$ cat config.mk
export PLATFORM = sky130hd
export DESIGN_NAME = converter_config_test_pattern_flat
export DESIGN_NICKNAME = d
export VERILOG_FILES = /design/src/conv_cfg_pkg.sv /design/src/conv_cfg_if.sv /design/src/converter_config_test_pattern.sv /design/src/flat_wrapper.sv
export SDC_FILE = /design/constraint.sdc
export NUM_CORES = 1
export LEC_CHECK = 0
export ABC_AREA = 1
export BUFFER_PORTS_ARGS = -buffer_cell sky130_fd_sc_hd__buf_4
export CORE_ASPECT_RATIO = 0.7
export CORE_MARGIN = 4
export CORE_UTILIZATION = 50
export CTS_CLUSTER_SIZE = 16
export DETAILED_ROUTE_END_ITERATION = 10
export GPL_ROUTABILITY_DRIVEN = 1
export PLACE_DENSITY = 0.74
export SETUP_SLACK_MARGIN = 0.2
export SYNTH_ARGS = -nofsm -noshare
export SYNTH_HDL_FRONTEND = slang
export SYNTH_SLANG_ARGS = --single-unit
$ cat constraint.sdc
create_clock -name clock -period 3.28 [get_ports clock]
set_input_delay 0.492 -clock clock [delete_from_list [all_inputs] [get_ports clock]]
set_output_delay 0.492 -clock clock [all_outputs]
set_load 0.05 [all_outputs]
$ cat src/conv_cfg_pkg.sv
// Package: register map, field layout and pattern encodings of the converter config slice
package conv_cfg_pkg;
    // ****************************************
    // Register offsets
    // ****************************************
    localparam logic [7:0] ADDR_IFACE_SEL    = 8'h07;
    localparam logic [7:0] ADDR_ANALOG_IN    = 8'h11;
    localparam logic [7:0] ADDR_FUSE_LOAD    = 8'h13;
    localparam logic [7:0] ADDR_PAT_LOW      = 8'h14;
    localparam logic [7:0] ADDR_PAT_MID      = 8'h15;
    localparam logic [7:0] ADDR_PAT_SEL      = 8'h16;
    localparam logic [7:0] ADDR_FRAME_CLK    = 8'h19;
    localparam logic [7:0] RESET_VALUE       = 8'h00;
    // ****************************************
    // Field positions
    // ****************************************
    localparam int BIT_SINGLE_ENDED  = 5;
    localparam int BIT_DELAY_LOOP_POWERDOWN       = 2;
    localparam int BIT_AUTOZERO      = 0;
    localparam int BIT_FUSE_LOAD     = 0;
    localparam int BIT_FRAME_CLOCK_SOURCE      = 7;
    localparam int BIT_FRAME_CLOCK_DIVIDE      = 4;
    localparam int BIT_FRAME_CLOCK_STRETCH  = 0;
    localparam logic [7:0] MASK_ANALOG_IN = 8'h25;
    localparam logic [7:0] MASK_FUSE_LOAD = 8'h01;
    localparam logic [7:0] MASK_FRAME_CLK = 8'h91;
    localparam int PAT_WIDTH = 18;
    localparam int PAT_HIGH_BITS  = 2;
    localparam int PAT_SEL_A_LSB  = 2;
    localparam int PAT_SEL_B_LSB  = 5;
    localparam int PAT_CODE_WIDTH = 3;
    // ****************************************
    // Pattern select codes
    // ****************************************
    localparam logic [2:0] PAT_NORMAL   = 3'h0;
    localparam logic [2:0] PAT_RAMP     = 3'h2;
    localparam logic [2:0] PAT_CONSTANT = 3'h3;
    // Ramp increments per native resolution (host side)
    localparam logic [17:0] RAMP_STEP_16 = 18'h00004;
    localparam logic [17:0] RAMP_STEP_18 = 18'h00001;
    localparam logic [17:0] RAMP_STEP_14 = 18'h00010;
    // ****************************************
    // Host APB register map (32-bit words)
    // ****************************************
    localparam logic [7:0] APB_CMD    = 8'h00;
    localparam logic [7:0] APB_STATUS = 8'h04;
    localparam logic [7:0] APB_RDATA  = 8'h08;
    localparam int CMD_WRITE_BIT = 16;
    localparam int CMD_GO_BIT    = 31;
endpackage : conv_cfg_pkg

$ cat src/conv_cfg_if.sv
// Interface: register port between host controller and converter config slice
interface conv_cfg_if;
    logic       wrStrobe;
    logic       rdStrobe;
    logic [7:0] addr;
    logic [7:0] wrData;
    logic [7:0] rdData;
    logic       rdValid;
    modport device (input wrStrobe, rdStrobe, addr, wrData, output rdData, rdValid);
    modport host   (output wrStrobe, rdStrobe, addr, wrData, input rdData, rdValid);
endinterface : conv_cfg_if

$ cat src/converter_config_test_pattern.sv
// Device end: config registers, fuse-map load and test-pattern generator

// Summary of operation
// - Channel A select: normal, ramp, constant
// - Channel B select uses same encoding
// - 18-bit user word across three registers
// - Host loads ramp step per resolution
// - Pattern inserted before mapper, MSB aligned
// - Mapping applied after load pulse high-low
// - Fuse load resets earlier register writes except interface select
// - Auto-zero polarity depends on variant
// - Delay-loop powerdown gives half-period sampling on fastest variant only
// - Bit 5 selects single-ended channel A
// - Host sets frame source only complex
module converter_config_test_pattern #(
    parameter bit FASTEST_VARIANT = 1'b0,
    parameter int NATIVE_BITS     = 16
) (
    input  wire logic                   clock,
    input  wire logic                   reset_n,
    conv_cfg_if.device                  cfg,
    input  wire logic                   sampleEnable,
    input  wire logic [NATIVE_BITS-1:0] convDataA,
    input  wire logic [NATIVE_BITS-1:0] convDataB,
    output logic      [NATIVE_BITS-1:0] mapperInA,
    output logic      [NATIVE_BITS-1:0] mapperInB,
    output logic      [7:0]             appliedInterface,
    output logic                        singleEndedInA,
    output logic                        autozeroActive,
    output logic                        halfPeriodSampling,
    output logic                        frameClockSource,
    output logic                        frameClockDivide,
    output logic                        frameClockStretch
);
    // ****************************************
    // Register storage
    // ****************************************
    logic [7:0]  ifaceSel;
    logic [7:0]  analogInput;
    logic [7:0]  fuseLoad;
    logic [7:0]  patLow;
    logic [7:0]  patMid;
    logic [7:0]  patSel;
    logic [7:0]  frameClk;
    logic        fuseFalling;
    logic [2:0]  patternSelectA;
    logic [2:0]  patternSelectB;
    logic [17:0] userPatternWord;

    // ****************************************
    // Fuse-map load sequencing
    // ****************************************
    // High-then-low of the load bit completes the load; that clearing write is not stored
    assign fuseFalling = cfg.wrStrobe && cfg.addr == conv_cfg_pkg::ADDR_FUSE_LOAD
                         && fuseLoad[conv_cfg_pkg::BIT_FUSE_LOAD]
                         && !cfg.wrData[conv_cfg_pkg::BIT_FUSE_LOAD];

    // Interface selection survives the load, so the mapping it names can be applied
    always_ff @(posedge clock or negedge reset_n) begin
        if (!reset_n) begin
            ifaceSel <= conv_cfg_pkg::RESET_VALUE;
        end else if (cfg.wrStrobe && cfg.addr == conv_cfg_pkg::ADDR_IFACE_SEL) begin
            ifaceSel <= cfg.wrData;
        end
    end

    always_ff @(posedge clock or negedge reset_n) begin
        if (!reset_n) begin
            analogInput <= conv_cfg_pkg::RESET_VALUE;
            fuseLoad    <= conv_cfg_pkg::RESET_VALUE;
            patLow      <= conv_cfg_pkg::RESET_VALUE;
            patMid      <= conv_cfg_pkg::RESET_VALUE;
            patSel      <= conv_cfg_pkg::RESET_VALUE;
            frameClk    <= conv_cfg_pkg::RESET_VALUE;
        end else if (fuseFalling) begin
            // Load wipes earlier writes except interface selection
            analogInput <= conv_cfg_pkg::RESET_VALUE;
            fuseLoad    <= conv_cfg_pkg::RESET_VALUE;
            patLow      <= conv_cfg_pkg::RESET_VALUE;
            patMid      <= conv_cfg_pkg::RESET_VALUE;
            patSel      <= conv_cfg_pkg::RESET_VALUE;
            frameClk    <= conv_cfg_pkg::RESET_VALUE;
        end else if (cfg.wrStrobe) begin
            case (cfg.addr)
                conv_cfg_pkg::ADDR_ANALOG_IN: analogInput <= cfg.wrData;
                conv_cfg_pkg::ADDR_FUSE_LOAD: fuseLoad    <= cfg.wrData;
                conv_cfg_pkg::ADDR_PAT_LOW:   patLow      <= cfg.wrData;
                conv_cfg_pkg::ADDR_PAT_MID:   patMid      <= cfg.wrData;
                conv_cfg_pkg::ADDR_PAT_SEL:   patSel      <= cfg.wrData;
                conv_cfg_pkg::ADDR_FRAME_CLK: frameClk    <= cfg.wrData;
                default: ;
            endcase
        end
    end

    // ****************************************
    // Interface mapping
    // ****************************************
    // Mapping changes only on a completed load, never on the selection write itself
    always_ff @(posedge clock or negedge reset_n) begin
        if (!reset_n) begin
            appliedInterface <= conv_cfg_pkg::RESET_VALUE;
        end else if (fuseFalling) begin
            appliedInterface <= ifaceSel;
        end
    end

    // ****************************************
    // Register read-back
    // ****************************************
    always_ff @(posedge clock or negedge reset_n) begin
        if (!reset_n) begin
            cfg.rdData  <= conv_cfg_pkg::RESET_VALUE;
            cfg.rdValid <= 1'b0;
        end else begin
            cfg.rdValid <= cfg.rdStrobe;
            if (cfg.rdStrobe) begin
                case (cfg.addr)
                    conv_cfg_pkg::ADDR_IFACE_SEL: cfg.rdData <= ifaceSel;
                    conv_cfg_pkg::ADDR_ANALOG_IN: cfg.rdData <= analogInput;
                    conv_cfg_pkg::ADDR_FUSE_LOAD: cfg.rdData <= fuseLoad;
                    conv_cfg_pkg::ADDR_PAT_LOW:   cfg.rdData <= patLow;
                    conv_cfg_pkg::ADDR_PAT_MID:   cfg.rdData <= patMid;
                    conv_cfg_pkg::ADDR_PAT_SEL:   cfg.rdData <= patSel;
                    conv_cfg_pkg::ADDR_FRAME_CLK: cfg.rdData <= frameClk;
                    // Unmapped addresses read as zero
                    default:                      cfg.rdData <= conv_cfg_pkg::RESET_VALUE;
                endcase
            end
        end
    end

    // ****************************************
    // Analog and frame-clock controls
    // ****************************************
    assign singleEndedInA = analogInput[conv_cfg_pkg::BIT_SINGLE_ENDED];
    assign autozeroActive = FASTEST_VARIANT ? analogInput[conv_cfg_pkg::BIT_AUTOZERO]
                                            : !analogInput[conv_cfg_pkg::BIT_AUTOZERO];
    // Delay-loop bit only acts on the fastest variant
    assign halfPeriodSampling = FASTEST_VARIANT
                                && analogInput[conv_cfg_pkg::BIT_DELAY_LOOP_POWERDOWN];
    assign frameClockSource  = frameClk[conv_cfg_pkg::BIT_FRAME_CLOCK_SOURCE];
    assign frameClockDivide  = frameClk[conv_cfg_pkg::BIT_FRAME_CLOCK_DIVIDE];
    assign frameClockStretch = frameClk[conv_cfg_pkg::BIT_FRAME_CLOCK_STRETCH];

    // ****************************************
    // Test-pattern generator
    // ****************************************
    assign userPatternWord = {patSel[conv_cfg_pkg::PAT_HIGH_BITS-1:0], patMid, patLow};
    assign patternSelectA  =
        patSel[conv_cfg_pkg::PAT_SEL_A_LSB +: conv_cfg_pkg::PAT_CODE_WIDTH];
    assign patternSelectB  =
        patSel[conv_cfg_pkg::PAT_SEL_B_LSB +: conv_cfg_pkg::PAT_CODE_WIDTH];

    // Native-width slice taken from the top of the user word
    logic [NATIVE_BITS-1:0] userNative;
    assign userNative = userPatternWord[conv_cfg_pkg::PAT_WIDTH-1 -: NATIVE_BITS];

    // Both lanes share one user word; each has its own select
    pattern_lane #(.WIDTH(NATIVE_BITS)) laneA (
        .clock        (clock),
        .reset_n      (reset_n),
        .sampleEnable (sampleEnable),
        .select       (patternSelectA),
        .userWord     (userNative),
        .convData     (convDataA),
        .laneOut      (mapperInA)
    );
    pattern_lane #(.WIDTH(NATIVE_BITS)) laneB (
        .clock        (clock),
        .reset_n      (reset_n),
        .sampleEnable (sampleEnable),
        .select       (patternSelectB),
        .userWord     (userNative),
        .convData     (convDataB),
        .laneOut      (mapperInB)
    );
endmodule : converter_config_test_pattern

// One channel of pattern insertion ahead of the bit mapper
module pattern_lane #(
    parameter int WIDTH = 16
) (
    input  wire logic             clock,
    input  wire logic             reset_n,
    input  wire logic             sampleEnable,
    input  wire logic [2:0]       select,
    input  wire logic [WIDTH-1:0] userWord,
    input  wire logic [WIDTH-1:0] convData,
    output logic      [WIDTH-1:0] laneOut
);
    // ****************************************
    // Sample-rate update
    // ****************************************
    // Ramp continues from whatever the lane showed last; a mode change does not restart it
    always_ff @(posedge clock or negedge reset_n) begin
        if (!reset_n) begin
            laneOut <= '0;
        end else if (sampleEnable) begin
            case (select)
                conv_cfg_pkg::PAT_RAMP:     laneOut <= laneOut + userWord;
                conv_cfg_pkg::PAT_CONSTANT: laneOut <= userWord;
                default:                    laneOut <= convData;
            endcase
        end
    end
endmodule : pattern_lane

$ cat src/flat_wrapper.sv
// flat-port wrapper written by rule: the top's interface ports become plain ports
module converter_config_test_pattern_flat 
#(
    parameter bit FASTEST_VARIANT = 1'b0,
    parameter int NATIVE_BITS     = 16
)
  (clock, reset_n, sampleEnable, convDataA, convDataB, mapperInA, mapperInB, appliedInterface, singleEndedInA, autozeroActive, halfPeriodSampling, frameClockSource, frameClockDivide, frameClockStretch, cfg_wrStrobe, cfg_rdStrobe, cfg_addr, cfg_wrData, cfg_rdData, cfg_rdValid);
  conv_cfg_if cfg_i ();
  input  wire logic clock;
  input  wire logic reset_n;
  input  wire logic sampleEnable;
  input  wire logic [NATIVE_BITS-1:0] convDataA;
  input  wire logic [NATIVE_BITS-1:0] convDataB;
  output logic      [NATIVE_BITS-1:0] mapperInA;
  output logic      [NATIVE_BITS-1:0] mapperInB;
  output logic      [7:0] appliedInterface;
  output logic singleEndedInA;
  output logic autozeroActive;
  output logic halfPeriodSampling;
  output logic frameClockSource;
  output logic frameClockDivide;
  output logic frameClockStretch;
  input wire logic [$bits(cfg_i.wrStrobe)-1:0] cfg_wrStrobe;
  input wire logic [$bits(cfg_i.rdStrobe)-1:0] cfg_rdStrobe;
  input wire logic [$bits(cfg_i.addr)-1:0] cfg_addr;
  input wire logic [$bits(cfg_i.wrData)-1:0] cfg_wrData;
  output wire logic [$bits(cfg_i.rdData)-1:0] cfg_rdData;
  output wire logic [$bits(cfg_i.rdValid)-1:0] cfg_rdValid;
  assign cfg_i.wrStrobe = cfg_wrStrobe;
  assign cfg_i.rdStrobe = cfg_rdStrobe;
  assign cfg_i.addr = cfg_addr;
  assign cfg_i.wrData = cfg_wrData;
  assign cfg_rdData = cfg_i.rdData;
  assign cfg_rdValid = cfg_i.rdValid;
  converter_config_test_pattern #(.FASTEST_VARIANT(FASTEST_VARIANT), .NATIVE_BITS(NATIVE_BITS)) u_core (.clock(clock), .reset_n(reset_n), .cfg(cfg_i), .sampleEnable(sampleEnable), .convDataA(convDataA), .convDataB(convDataB), .mapperInA(mapperInA), .mapperInB(mapperInB), .appliedInterface(appliedInterface), .singleEndedInA(singleEndedInA), .autozeroActive(autozeroActive), .halfPeriodSampling(halfPeriodSampling), .frameClockSource(frameClockSource), .frameClockDivide(frameClockDivide), .frameClockStretch(frameClockStretch));
endmodule
After elaboration in Yosys (flattened, before gate mapping). Index checks and enable logic that the tools add are counted. W data, S select, Z words.

Equality and inequality tests: 11. Multiplexer cells: 21. Add/sub/neg operators: 2. Reduce and logical (&&, ||, !) cells: 19.

Operators by type and width (count): $mux W8 (18); $pmux W16 S2 (2); $pmux W8 S7 (1); $eq A8 B5 Y1 const B (6); $add A16 B16 Y16 (2); $reduce_bool A2 Y1 (7); $eq A3 B2 Y1 const B (4); $reduce_and A2 Y1 (6); $eq A8 B3 Y1 const B (1); $logic_and A1 B1 Y1 (4); $logic_not A1 Y1 (2).

Logic and storage cells: 65. Input bits: 53. Register bits: 105. Output and inout port bits: 55.

Longest topological paths before layout.
Depth in word-level cells: 6. Depth in mapped cells: 11. Gate-level depth less buffers: 11.

By module. From an unflattened synthesis, not the netlist that was laid out.

Cell total of the unflattened synthesis: 978. Area total of the unflattened synthesis: 7148.1 um^2.

Modules (own cells, without submodules): pattern_lane (sequential area each 400.4 um^2, cells each 280, instances 2, area an instance 1838.0 um^2); converter_config_test_pattern (sequential area each 1826.8 um^2, cells each 418, instances 1, area an instance 3472.1 um^2).

Least setup slack after synthesis. OpenSTA, ideal clock, no wires.

Path type: reg2reg. From: register u_core.laneA.laneOut[0]. To: register u_core.laneA.laneOut[8]. Setup time: 0.126 ns. Period minus slack after synthesis: 2.145 ns. Stages on the path, launching flop included: 11. Path buffers: 0. Required time: 3.154 ns. Arrival: 2.019 ns. Slack: 1.135 ns. Cell sequence: dfrtp_1 > ha_1 > inv_1 > fa_1 > inv_1 > nand3_1 > nand3_1 > a21oi_1 > or2_2 > nand3_1 > a21oi_1.

Word-level cells in the longest chain between the ends: 2.

RTL lines: start: declaration (line converter_config_test_pattern.sv:190) `output logic [WIDTH-1:0] laneOut`; start signal: assignment (line converter_config_test_pattern.sv:201) `conv_cfg_pkg::PAT_RAMP: laneOut <= laneOut + userWord;`; start signal: assignment (line converter_config_test_pattern.sv:202) `conv_cfg_pkg::PAT_CONSTANT: laneOut <= userWord;`; start signal: assignment (line converter_config_test_pattern.sv:203) `default: laneOut <= convData;`; $add A16 B16 Y16 (line converter_config_test_pattern.sv:201); $pmux W16 S2 (line converter_config_test_pattern.sv:200) `case (select)`.

No other way between the ends. A chain may end at the register's enable or synchronous reset.

Final worst setup path.
From: register u_core.patLow[2]. To: register u_core.laneA.laneOut[8].

Word-level cells in the longest chain between the ends: 2.

RTL lines: start: declaration (line converter_config_test_pattern.sv:41) `logic [7:0] patLow;`; start signal: assignment (line converter_config_test_pattern.sv:71) `patLow <= conv_cfg_pkg::RESET_VALUE;`; start signal: assignment (line converter_config_test_pattern.sv:79) `patLow <= conv_cfg_pkg::RESET_VALUE;`; start signal: assignment (line converter_config_test_pattern.sv:87) `conv_cfg_pkg::ADDR_PAT_LOW: patLow <= cfg.wrData;`; $add A16 B16 Y16 (line converter_config_test_pattern.sv:201); $pmux W16 S2 (line converter_config_test_pattern.sv:200).

No other way between the ends.

==> results.txt <==
Final nets: 1,158
Clock Skew: 6.521 ps
crit-path most repeated cell: nand3_1
Tot GR Track Use: 0.2703
Resized cells post-CTS: 0
Tcrit/Tclk final: 0.6626
RD Place Congestion: 0.9589
DR vias: 6,788
Worst Max-Slew Pin Slew: 833.1 ps
Core Box Area: 0.01327 mm^2
Worst Path Arrival: 2410 ps
Port Buffer Count: 106
Layout Cells excl Fill: 1,263
register area: 0.002628 mm^2
final hold vios: 0
die outline area: 0.01559 mm^2
Clk Latency, worst-skew pair: 360 ps
CTS Hold Bufs: 0
Final Util: 0.6060
CTS max path bufs: 2
final slew viol count: 0
vias in the first global route: 5,926
clock sink count: 105
critical-path cell list: ha_1 -> inv_1 -> fa_1 -> inv_1 -> nand3_1 -> nand3_1 -> a21oi_1 -> or2_2 -> nand3_1 -> a21oi_1
number of library cell types mapped by synthesis: 36
sequential share of the synthesized area: 0.3856
Starting Density: 0.5135
Hold Crit Class: in2async
initial antenna violation count: 0
Setup TNS: 0 ps
vias per std cell: 5.375
post-CTS setup buffer count: 0
Worst Setup End Kind: flop
Critical Path Source Type: flop
max incr delay on CP: 520 ps
global route overflow: 0
Pwr Density: 511.3 mW/mm^2
Die Y-Extent: 105.7 um
Req. time, crit path: 3520 ps
WS Path Type: reg2reg
Post-Syn Area: 0.006814 mm^2
fmax: 460.2 MHz
crit path time final: 2173 ps
leak pwr: 4.171 nW
Detailed Routing Iterations Pass 1: 7
final setup fails: 0
Avg WL per Cell: 16.66 um
Max-slew headroom: 0.4440
number of placed I/O pins: 108
FF+latch count, synth: 105
Maximum Capacitance Violations: 0
Clock Tree Root: clkbuf_16
global-route wire length before repair: 33.31 mm
Routed WL: 21.04 mm
Diodes inserted: 0
CTS tree: done
Die Wd: 147.5 um
largest net degree at the start of global routing: 58
Routed Antenna Nets: 0
RSZ-0062 raised after global routing: no
placed insts: 1,247
commonest non-fill, non-tap cell in the layout: nand2_1
commonest cells after routing, fill and taps aside: 260 x nand2_1, 126 x inv_1, 110 x buf_4
area occupied by multi-input gates: 0.003562 mm^2
CP Buf/Inv Count: 2
synthesized area per cell: 6.960 um^2
syn nets: 1,064
status: completed
dpl hpwl: 16.24 mm
CTS Buf Count: 9
CP max FO: 6
CTS clk-pin slew, worst paths: 80 ps
Syn-to-layout area delta: 18.01%
synth warn: 0
FILL cells: 1,266
worst-path cell with the longest stage delay: dfrtp_1
share of layout cells above drive strength 1: 0.1466
H-tree levels: 3
initial detailed-routing violation count: 689
Worst VDD drop: 0.2777 mV
DRC errors left: 0
Syn Inst Count: 979
# rows: 35
CP delay by family, top: adder cells
==> cell families (layout without fill, tap and decap cells) <==
kind of cell / count (synthesis) / in the layout / share of synthesized area
AO/OA/AOI/OAI: 175 / 175 / 0.1392
XOR/XNOR: 2 / 2 / 0.002571
adder cells (fa/ha/maj): 32 / 32 / 0.06096
buffers and inverters: 158 / 257 / 0.09163
flip-flops: 105 / 105 / 0.3856
other: 1 / 1 / 0.0005503
AND/OR/NAND/NOR: 506 / 506 / 0.3195
==> path summary, 6_finish.rpt <==
kind | from | endpoint | slack [ps] | cells past startpoint
max | u_core.patLow[2]$_DFFE_PN0P_ | u_core.laneA.laneOut[8]$_DFFE_PN0P_ | 1110 | 10
min | reset_n | u_core.appliedInterface[7]$_DFFE_PN0P_ | 150 | 1
max reg2reg | u_core.patLow[2]$_DFFE_PN0P_ | u_core.laneA.laneOut[8]$_DFFE_PN0P_ | 1110 | 10
min reg2reg | u_core.cfg.rdData[1]$_DFFE_PN0P_ | u_core.cfg.rdData[1]$_DFFE_PN0P_ | 490 | 2
max in group asynchronous | reset_n | u_core.patLow[0]$_DFFE_PN0P_ | 2390 | 2
min in group clock | cfg_rdStrobe | u_core.cfg.rdValid$_DFF_PN0_ | 330 | 1
==> metrics by stage <==
stage | worst slack [ps] | area [um^2] | hold slack [ps] | power (mW)
4_1_cts | 1135 | 8041 | 172.2 | 4.104
2_1_floorplan | 1135 | 6814 | 196.4 | 2.565
5_1_grt | 970.0 | 8041 | 206.2 | 4.343
6_report | 1107 | 8041 | 151.1 | 4.112
3_3_place_gp | 1088 | 7755 | 466.6 | 3.008
3_5_place_dp | 1039 | 7755 | 473.6 | 3.024
==> synth_stat cells (all sizes together) <==
cell    instances  area share
o221ai          1      0.0013
nor4            2      0.0018
inv           130       0.072
a21oi          44       0.032
o21ai          90       0.066
nor3b           2      0.0022
or2            14       0.013
clkbuf         19       0.010
nor2          111       0.063
nand3b          4      0.0044
fa              2      0.0059
nor3           15       0.016
buf             9      0.0095
o22ai          23       0.021
dfrtp         105        0.39
ha             30       0.055
nand3          89       0.068
and2            2      0.0018
a22oi           1      0.0011
a211oi         14       0.015
nand2         263        0.15
a31oi           2      0.0018
conb            1     0.00055
xor2            2      0.0026
nand4           4      0.0046
==> metal layers <==
layer	vias up	global-route usage	part of all wire
li1	3368	-	-
met1	3111	0.4444	0.50
met2	291	0.3605	0.40
met3	18	0.06102	0.10
met4	0	0.04255	0.0079
met5	-	0	0
==> worst register-to-register path, delay by kind of cell, from the launching register on <==
family                   cells  cell delay, ps
flip-flops                   1             520
adder cells (fa/ha/maj)      2             620
buffers and inverters        2             180
AND/OR/NAND/NOR              4             560
AO/OA/AOI/OAI                2             170
==> state kept, by name, indices dropped and copies added (netlist names) <==
signal	count
u_core.laneA.laneOut	16
u_core.laneB.laneOut	16
u_core.analogInput	8
u_core.appliedInterface	8
u_core.cfg.rdData	8
u_core.frameClk	8
u_core.fuseLoad	8
u_core.ifaceSel	8
u_core.patLow	8
u_core.patMid	8
u_core.patSel	8
u_core.cfg.rdValid	1
==> area by class of cell <==
type                       instances  share of cell area
multi-input combinational        716              0.4430
clock buffer                      10             0.02847
tap                              185             0.02878
inverter                         130             0.06068
clock inverter                     6            0.007157
timing repair buffer             111              0.1052
sequential                       105              0.3267
==> report_power, final <==
| group | total, mW | internal, mW | switching, mW |
|---|---|---|---|
| clock | 1.09 | 0.538 | 0.553 |
| sequential | 1.54 | 1.41 | 0.129 |
| combinational | 1.48 | 0.493 | 0.987 |
| total | 4.11 | 2.44 | 1.67 |
Power figures use the tool's default switching activity.
